==> src/comparator_control_defs.svh <==
// Purpose: offsets, field positions, reset values for the comparator control block
// Assumes: byte registers on a plain strobe port
// Notes: a few control inputs stand as plain ports
// How it works
// (RL1) interrupt enable bit turns source on/off
// (RL2) irq high while enabled and flag set
// (RL3) idle sleep behaves as active
// (RL4) standby disables unless run_in_standby set
// (RL5) power down disables comparator and pad
// (RL6) run_in_standby bit 7; flags frozen clockless
// (RL7) output_pad_enable bit 6 drives pin
// (RL8) edge_select 5:4 chooses interrupt edge
// (RL9) bit 3 drives low power select
// (RL10) hysteresis_select 2:1 passed to comparator
// (RL11) bit 0 enables comparator
// (RL12) invert bit 7 flips output everywhere
// (RL13) mux bits 4:3 choose positive pin
// (RL14) mux bits 1:0 choose negative/divider
// (RL15) divider register resets to 0xff
// (RL16) chosen edge sets interrupt flag
// (RL17) interrupt control bit 0 enables interrupt
// (RL18) status bit 4 shows synced state
// (RL19) write one to status bit 0 clears
// (RL20) synchronise comparator output before edge detect
`ifndef COMPARATOR_CONTROL_DEFS_SVH
`define COMPARATOR_CONTROL_DEFS_SVH
`define OFS_CONTROL_A 3'h0
`define OFS_INPUT_MUX_CONTROL 3'h2
`define OFS_REFERENCE_DIVIDER_VALUE 3'h4
`define OFS_INTERRUPT_CONTROL 3'h6
`define OFS_COMPARATOR_STATUS 3'h7
`define BIT_ENABLE 0
`define BIT_LOW_POWER 3
`define BIT_OUTPUT_PAD_ENABLE 6
`define BIT_RUN_IN_STANDBY 7
`define BIT_INVERT 7
`define BIT_STATE 4
`define EDGE_MSB 5
`define EDGE_LSB 4
`define HYST_MSB 2
`define HYST_LSB 1
`define POS_MSB 4
`define POS_LSB 3
`define NEG_MSB 1
`define NEG_LSB 0
`define MUX_WRITE_MASK 8'h9b
`define BIT_COMPARE_INTERRUPT 0
`define RST_CONTROL_A 8'h00
`define RST_INPUT_MUX_CONTROL 8'h00
`define RST_REFERENCE_DIVIDER_VALUE 8'hff
`define RST_INTERRUPT_CONTROL 8'h00
`endif

==> src/comparator_control_pkg.sv <==
// Purpose: types for the comparator control block
// Assumes: nothing
// Notes: edge select encoding
package comparator_control_pkg;
    typedef enum logic [1:0] {any_edge = 2'h0, edge_reserved = 2'h1, falling_edge = 2'h2, rising_edge = 2'h3} edge_t;
    typedef enum logic [1:0] {sleep_active = 2'h0, sleep_idle = 2'h1, sleep_standby = 2'h2, sleep_power_down = 2'h3}
        sleep_t;
endpackage

==> src/comparator_control.sv <==
// Purpose: control and status logic around one analog comparator
// Assumes: compare_raw is asynchronous; sleep_mode comes from the same clock
// Notes: reads return data one cycle after the read strobe
//
// The plain strobed port was decided locally.
`timescale 1ns/10ps
`include "comparator_control_defs.svh"
module comparator_control
    import comparator_control_pkg::*;
(
    input wire logic clk,
    input wire logic reset,
    input wire logic [2:0] address,
    input wire logic [7:0] write_data,
    input wire logic write_strobe,
    input wire logic read_strobe,
    output logic [7:0] read_data,
    input wire logic [1:0] sleep_mode,
    input wire logic compare_raw,
    output logic comparator_enable,
    output logic low_power_select,
    output logic [1:0] hysteresis_select,
    output logic [1:0] positive_input_select,
    output logic [1:0] negative_input_select,
    output logic [7:0] divider_reference_level,
    output logic compare_out,
    output logic pad_out,
    output logic pad_out_enable,
    output logic irq
);
    logic enable_bit;
    logic low_power_bit;
    logic [1:0] hysteresis_field;
    logic [1:0] edge_field;
    logic pad_enable_bit;
    logic standby_bit;
    logic [7:0] input_mux_control;
    logic [7:0] reference_divider_value;
    logic interrupt_enable;
    logic flag;
    logic sync_a;
    logic sync_b;
    logic state;
    logic [7:0] next_read_data;

    // reset image of control a, sliced per field
    localparam logic [7:0] control_a_reset = `RST_CONTROL_A;

    // address match, shared by all write strobes
    function automatic logic offset_hit(input logic [2:0] addr, input logic [2:0] offset);
        return addr == offset;
    endfunction

    // edge decode; reserved code never fires, so a stray setting cannot raise irq
    function automatic logic edge_hit(input edge_t mode, input logic up, input logic down);
        logic result;
        result = 1'b0;
        case (mode)
            any_edge: result = up | down;
            falling_edge: result = down;
            rising_edge: result = up;
            default: result = 1'b0;
        endcase
        return result;
    endfunction

    // control a as software sees it
    wire [7:0] control_a = {standby_bit, pad_enable_bit, edge_field, low_power_bit, hysteresis_field, enable_bit};
    wire edge_t edge_select = edge_t'(edge_field);

    // input mux control fields
    wire invert = input_mux_control[`BIT_INVERT];

    // sleep gating
    wire sleep_t mode = sleep_t'(sleep_mode);
    wire in_standby = (mode == sleep_standby);
    wire in_power_down = (mode == sleep_power_down);
    // idle counts as active, so nothing below looks at it
    wire run_allowed = ~in_power_down & (~in_standby | standby_bit); // RL3 RL4 RL5 RL6
    // clock treated as stopped in standby, so flags and state freeze there
    wire flags_live = ~in_standby & ~in_power_down; // RL6

    // analog-side controls from the register flops; comparator_enable is also gated by run_allowed
    assign comparator_enable = enable_bit & run_allowed; // RL11 RL4 RL5
    assign low_power_select = low_power_bit; // RL9
    assign hysteresis_select = hysteresis_field; // RL10
    assign positive_input_select = input_mux_control[`POS_MSB:`POS_LSB]; // RL13
    assign negative_input_select = input_mux_control[`NEG_MSB:`NEG_LSB]; // RL14
    assign divider_reference_level = reference_divider_value; // RL15

    // inversion after the synchroniser feeds pad, events and status alike;
    // costs two cycles of lag on the pad but keeps the raw pin out of logic
    assign compare_out = (sync_b ^ invert) & comparator_enable; // RL12 RL20
    assign pad_out = compare_out; // RL7
    assign pad_out_enable = pad_enable_bit & ~in_power_down & run_allowed; // RL7 RL5

    // edge detect against the last sampled state
    wire rose = compare_out & ~state;
    wire fell = ~compare_out & state;
    wire hit = edge_hit(edge_select, rose, fell); // RL8
    wire event_seen = hit & flags_live & comparator_enable; // RL16

    // per-register write strobes
    wire wr_control_a = write_strobe & offset_hit(address, `OFS_CONTROL_A);
    wire wr_input_mux = write_strobe & offset_hit(address, `OFS_INPUT_MUX_CONTROL);
    wire wr_divider = write_strobe & offset_hit(address, `OFS_REFERENCE_DIVIDER_VALUE);
    wire wr_interrupt = write_strobe & offset_hit(address, `OFS_INTERRUPT_CONTROL);
    wire wr_status = write_strobe & offset_hit(address, `OFS_COMPARATOR_STATUS);
    // writing zero to the flag bit leaves it alone
    wire clear_flag = wr_status & write_data[`BIT_COMPARE_INTERRUPT]; // RL19

    // read-side words
    wire [7:0] status_word = {3'h0, state, 3'h0, flag}; // RL18
    wire [7:0] interrupt_word = {7'h00, interrupt_enable};

    // level request, held until the flag is cleared or the source masked
    assign irq = interrupt_enable & flag; // RL2 RL1

    // synchroniser first stage: only the second stage reads it
    always_ff @(posedge clk)
    begin
        if (reset)
        begin
            sync_a <= 1'b0;
        end
        else
        begin
            sync_a <= compare_raw; // RL20
        end
    end

    // synchroniser second stage
    always_ff @(posedge clk)
    begin
        if (reset)
        begin
            sync_b <= 1'b0;
        end
        else
        begin
            sync_b <= sync_a; // RL20
        end
    end

    // third flop: status state, three cycles behind the pin
    always_ff @(posedge clk)
    begin
        if (reset)
        begin
            state <= 1'b0;
        end
        else if (flags_live)
        begin
            state <= compare_out; // RL18
        end
    end

    // interrupt flag: set beats clear in the same cycle
    always_ff @(posedge clk)
    begin
        if (reset)
        begin
            flag <= 1'b0;
        end
        else if (event_seen)
        begin
            flag <= 1'b1; // RL16
        end
        else if (clear_flag)
        begin
            flag <= 1'b0; // RL19
        end
    end

    // comparator enable bit
    always_ff @(posedge clk)
    begin
        if (reset)
        begin
            enable_bit <= control_a_reset[`BIT_ENABLE];
        end
        else if (wr_control_a)
        begin
            enable_bit <= write_data[`BIT_ENABLE]; // RL11
        end
    end

    // low power select; trades speed for current
    always_ff @(posedge clk)
    begin
        if (reset)
        begin
            low_power_bit <= control_a_reset[`BIT_LOW_POWER];
        end
        else if (wr_control_a)
        begin
            low_power_bit <= write_data[`BIT_LOW_POWER]; // RL9
        end
    end

    // hysteresis field, passed on unchanged
    always_ff @(posedge clk)
    begin
        if (reset)
        begin
            hysteresis_field <= control_a_reset[`HYST_MSB:`HYST_LSB];
        end
        else if (wr_control_a)
        begin
            hysteresis_field <= write_data[`HYST_MSB:`HYST_LSB]; // RL10
        end
    end

    // edge select field
    always_ff @(posedge clk)
    begin
        if (reset)
        begin
            edge_field <= control_a_reset[`EDGE_MSB:`EDGE_LSB];
        end
        else if (wr_control_a)
        begin
            edge_field <= write_data[`EDGE_MSB:`EDGE_LSB]; // RL8
        end
    end

    // output pad enable bit
    always_ff @(posedge clk)
    begin
        if (reset)
        begin
            pad_enable_bit <= control_a_reset[`BIT_OUTPUT_PAD_ENABLE];
        end
        else if (wr_control_a)
        begin
            pad_enable_bit <= write_data[`BIT_OUTPUT_PAD_ENABLE]; // RL7
        end
    end

    // run in standby bit
    always_ff @(posedge clk)
    begin
        if (reset)
        begin
            standby_bit <= control_a_reset[`BIT_RUN_IN_STANDBY];
        end
        else if (wr_control_a)
        begin
            standby_bit <= write_data[`BIT_RUN_IN_STANDBY]; // RL6
        end
    end

    // input mux control; unused bits kept at zero so they read back zero
    always_ff @(posedge clk)
    begin
        if (reset)
        begin
            input_mux_control <= `RST_INPUT_MUX_CONTROL;
        end
        else if (wr_input_mux)
        begin
            input_mux_control <= write_data & `MUX_WRITE_MASK; // RL12 RL13 RL14
        end
    end

    // divider code
    always_ff @(posedge clk)
    begin
        if (reset)
        begin
            reference_divider_value <= `RST_REFERENCE_DIVIDER_VALUE; // RL15
        end
        else if (wr_divider)
        begin
            reference_divider_value <= write_data;
        end
    end

    // interrupt source enable
    always_ff @(posedge clk)
    begin
        if (reset)
        begin
            interrupt_enable <= 1'b0;
        end
        else if (wr_interrupt)
        begin
            interrupt_enable <= write_data[`BIT_COMPARE_INTERRUPT]; // RL17 RL1
        end
    end

    // read mux; unmapped addresses read zero
    always_comb
    begin
        case (address)
            `OFS_CONTROL_A: next_read_data = control_a;
            `OFS_INPUT_MUX_CONTROL: next_read_data = input_mux_control;
            `OFS_REFERENCE_DIVIDER_VALUE: next_read_data = reference_divider_value;
            `OFS_INTERRUPT_CONTROL: next_read_data = interrupt_word;
            `OFS_COMPARATOR_STATUS: next_read_data = status_word; // RL18
            default: next_read_data = 8'h00;
        endcase
    end

    // read data stands one cycle only, zero otherwise
    always_ff @(posedge clk)
    begin
        if (reset)
        begin
            read_data <= 8'h00;
        end
        else if (read_strobe)
        begin
            read_data <= next_read_data;
        end
        else
        begin
            read_data <= 8'h00;
        end
    end
endmodule

==> config.mk <==
export PLATFORM = sky130hd
export DESIGN_NAME = comparator_control
export DESIGN_NICKNAME = d
export VERILOG_FILES = /design/src/comparator_control_pkg.sv /design/src/comparator_control.sv
export VERILOG_INCLUDE_DIRS = /design/src
export SDC_FILE = /design/constraint.sdc
export NUM_CORES = 1
export LEC_CHECK = 0
export BUFFER_PORTS_ARGS = -buffer_cell sky130_fd_sc_hd__buf_2
export CORE_MARGIN = 2
export CORE_UTILIZATION = 30
export CTS_BUF_LIST = sky130_fd_sc_hd__clkbuf_4 sky130_fd_sc_hd__clkbuf_8 sky130_fd_sc_hd__clkbuf_16
export DETAILED_ROUTE_END_ITERATION = 16
export PLACE_DENSITY_LB_ADDON = 0.15
export SLEW_MARGIN = 5
export SYNTH_ARGS = -nofsm -noshare
export SYNTH_HDL_FRONTEND = slang
export SYNTH_SLANG_ARGS = --single-unit
==> constraint.sdc <==
create_clock -name clk -period 2.6 [get_ports clk]
set_input_delay 0.13 -clock clk [delete_from_list [all_inputs] [get_ports clk]]
set_output_delay 0.13 -clock clk [all_outputs]
set_load 0.005 [all_outputs]
==> reports/results.md <==
| Item | Reported |
|:---|:---|
| Total CTS buffers | 5 |
| Comb pwr share | 9.0% |
| Hold/Removal Path Class | primary input to flip-flop |
| Area growth from synthesis to layout | 20.8% |
| Worst-path clk slew | 0.07 ns |
| Overall die width | 76.1 um |
| Largest family of logic cells by synthesized area | simple AND/OR/NAND/NOR gates |
| Rel. slew slack | 54.9% |
| Iter 0 DRT Violations | 29 |
| Part of the Yosys area used for sequential elements | 43.7% |
| Worst Skew | 0.00474 ns |
| Hold Slack | 0.0591 ns |
| Average cell area after synthesis | 9.33 um^2 |
| Hold-fix buffer count after cts | 0 |
| Endpoint of the worst register-to-register path | flag$_SDFFE_PP0P_ |
| Setup Total Neg Slack | 0 ns |
| RR Startpoint | standby_bit$_SDFFE_PP0P_ |
| Final setup violating endpoints | 0 |
| Max Cap Viol | 0 |
| Launching element type of the critical path | flip-flop |
| Area share of the largest cell type after synthesis | 43.7% |
| Initial antenna violation count | 0 |
| TritonCTS clock tree | done |
| Fillers | 566 |
| Largest cells by area after synthesis | dfxtp_1 44%, mux2i_1 7.7%, nand2_1 4.6% |
| Cell area after technology mapping | 1560 um^2 |
| Post-route minimum period | 1.83 ns |
| Fraction of synthesized area in multiplexers | 9.16% |
| GPL Wtd Cong | 0.697 |
| Fraction of the mapped netlist area in adder cells | 1.61% |
| Xor-xnor portion of the synthesized cell area | 0.562% |
| Worst-case setup slack after placement | 0.776 ns |
| Library cell occupying the most area in the post-synthesis netlist | dfxtp_1 |
| Global-route wire length before repair | 6040 um |
| Run status | finished, final reports clean |
| Worst path required time | 2.75 ns |
| DRC Markers | 0 |
| Number of library cell types mapped by synthesis | 35 |
| Arrival time of data at the critical path endpoint | 1.97 ns |
| Maximum vdd drop | 297 uV |
| Count of buffers added by post-CTS timing repair for setup | 0 |
| Worst-path maximum fanout | 4 |
| Power dissipated by switching net loads | 245 uW |
| Beginning of the worst hold path | compare_raw |
| Std cell rows | 26 |
| Max-slew violation count | 0 |
| Layout cells sized above 1 | 29.3% |
| Routed length per instance | 13.6 um |
| Maximum count of clock buffers along a single path | 2 |
| Total Die Area | 5790 um^2 |
| Syn_nets | 187 |
| Worst setup path class | flip-flop to flip-flop |
| Highest clock rate | 548 MHz |
| Final antenna-violating net count | 0 |
| Buffer cell driving the clock tree root | clkbuf_8 |
| Final hold violation count | 0 |
| Worst Setup End Kind | flip-flop |
| Total of cells resized after clock tree synthesis | 0 |
| Clock power frac | 41.3% |
| Gate Count Post-Synth | 167 |
| Hold Crit Depth | 2 |
| Tightest Pin Transition | 0.667 ns |
| Total core area | 5070 um^2 |
| Area share of and/or/nand/nor cells after synthesis | 23.5% |
| Seq pwr share | 49.7% |
| Number of vias per cell | 4.62 |
| Remaining Overflow, GRT | 0 |
| Pint | 844 uW |
| Final worst-path setup slack | 0.774 ns |
| Clock sink count | 34 |
| Setup repair after global routing missed its margin | false |
| Starting utilization of the core area | 30.7% |
| Pin count of the biggest net entering global routing | 28 |
| IO Port Bufs | 45 |
| HPWL after DPL | 2640 um |
| Flip-flop and latch count after synthesis | 34 |
| Vias in the first global route | 1183 |
| R2r worst-path depth | 7 |
| Final layout net count | 224 |
| Final antenna diode count | 0 |
| Die H | 76.1 um |
| GR Util All Layers | 13.2% |
| Sum of routed wire length over all layers | 3740 um |
| Via count of the routed design | 1271 |
| Worst hold endpoint | sync_a$_SDFF_PP0_ |
| Fraction of power spent switching nets | 22.5% |
| R2R Setup Slk | 0.77 ns |
| Power per cell area | 579 nW/um^2 |
| Share of the clock period used by the worst path after layout | 70.2% |
| # IOs | 46 |
| Pre-Repair DR Iteration Count | 4 |
| Latest clock arrival within the worst-skew pair | 0.28 ns |
| Yosys warns | 0 |
| Compound-Gate Fraction of Synth Area | 13.2% |
| Leak pwr | 0.000799 uW |
| Htree depth | 2 |
[power by group through the flow]
stage                     combinational, uW  sequential, uW  clock (uW)
after floorplan                        65.6             552           0
after global placement                 99.0             554           0
after detailed placement               98.8             553           0
after CTS                              99.3             542         466
after global routing                    109             543         492
final                                  97.8             542         450
[critical path: stages (launching register included)]
cell	delay (ns)
dfxtp_1	0.36
inv_1	0.06
o21ai_0	0.33
nand3_1	0.13
ha_1	0.20
or3b_2	0.43
o2111ai_1	0.09
a21oi_1	0.09
[layout by cell type (no fill, tap or decap), drive strengths merged]
cell and instances:
nor4b 2, a221oi 1, nand4b 1, a21oi 10
o2111ai 1, inv 4, xor2 1, nand2 19
or3 1, ha 2, dfxtp 34, mux2 2
or4b 1, clkbuf 8, nand3 3, buf 47
and2 9, nor4bb 2, mux2i 12, a31oi 1
and3 3, nor3b 2, nor3 3, a211o 8
a2bb2oi 3, o21bai 1, o21ai 4, nand2b 1
a22oi 1, or3b 1, nor2 11, nor2b 6
[cells by family after synthesis]
group / count (synthesis)
buf+inv: 21
compound gates: 30
xor+xnor: 1
fa+ha+maj: 2
flops: 34
mux: 14
simple gates: 65
[cell usage after synthesis, drive strengths merged]
master and number:
nor3b 2, dfxtp 34, a221oi 1, or4b 1, mux2i 12, nand2b 1
a22oi 1, inv 4, mux2 2, buf 14, and2 9, clkbuf 3
or3b 1, a21oi 10, nor4bb 2, ha 2, o2111ai 1, or3 1
nor2b 6, nand3 3, o21ai 4, xor2 1, o21bai 1, a2bb2oi 3
a31oi 1, nor4b 2, nor2 11, nor3 3, nand2 19, a211o 8
nand4b 1, and3 3
[flip-flops by register name (all words and copies together), names as in the netlist, 2 cells and up]
register / cells
hysteresis_select: 2
divider_reference_level: 8
read_data: 8
input_mux_control: 5
edge_field: 2
[how the worst max path moves through the flow]
| stage | slack (ns) | endpoint | depth (start not counted) | start |
|---|---|---|---|---|
| 4_1_cts | 0.76 | flag$_SDFFE_PP0P_ | 7 | standby_bit$_SDFFE_PP0P_ |
| 3_5_place_dp | 0.78 | flag$_SDFFE_PP0P_ | 7 | standby_bit$_SDFFE_PP0P_ |
| 5_1_grt | 0.65 | flag$_SDFFE_PP0P_ | 7 | standby_bit$_SDFFE_PP0P_ |
| 2_1_floorplan | 1.00 | flag$_SDFFE_PP0P_ | 7 | standby_bit$_SDFFE_PP0P_ |
| 3_3_place_gp | 0.76 | flag$_SDFFE_PP0P_ | 7 | standby_bit$_SDFFE_PP0P_ |
| 6_report | 0.77 | flag$_SDFFE_PP0P_ | 7 | standby_bit$_SDFFE_PP0P_ |
[layout make-up]
class / instances / area [um^2] / share of cell area, %
clock buffer: 8 / 110 / 5.85
inverter: 4 / 15.0 / 0.798
multi-input combinational: 112 / 748 / 39.8
sequential: 34 / 681 / 36.2
tap: 70 / 87.6 / 4.65
timing repair buffer: 47 / 240 / 12.8
[per-stage QoR]
step	instances	util, %	total power, uW	area (um^2)
6_report	275	37.1	1090	1880
5_1_grt	275	37.1	1140	1880
4_1_cts	275	37.1	1110	1880
3_5_place_dp	267	34.9	652	1770
3_3_place_gp	267	34.9	653	1770
2_1_floorplan	167	-	618	1560
[layer usage]
metal  wire length (um)  track usage [%]  up-vias
met5                  0                0        -
met4                 35             5.45        0
met3                163             3.32        4
met2               1700             20.0       30
met1               1840             17.9      590
li1                   -                -      647
Power figures use the tool's default switching activity.
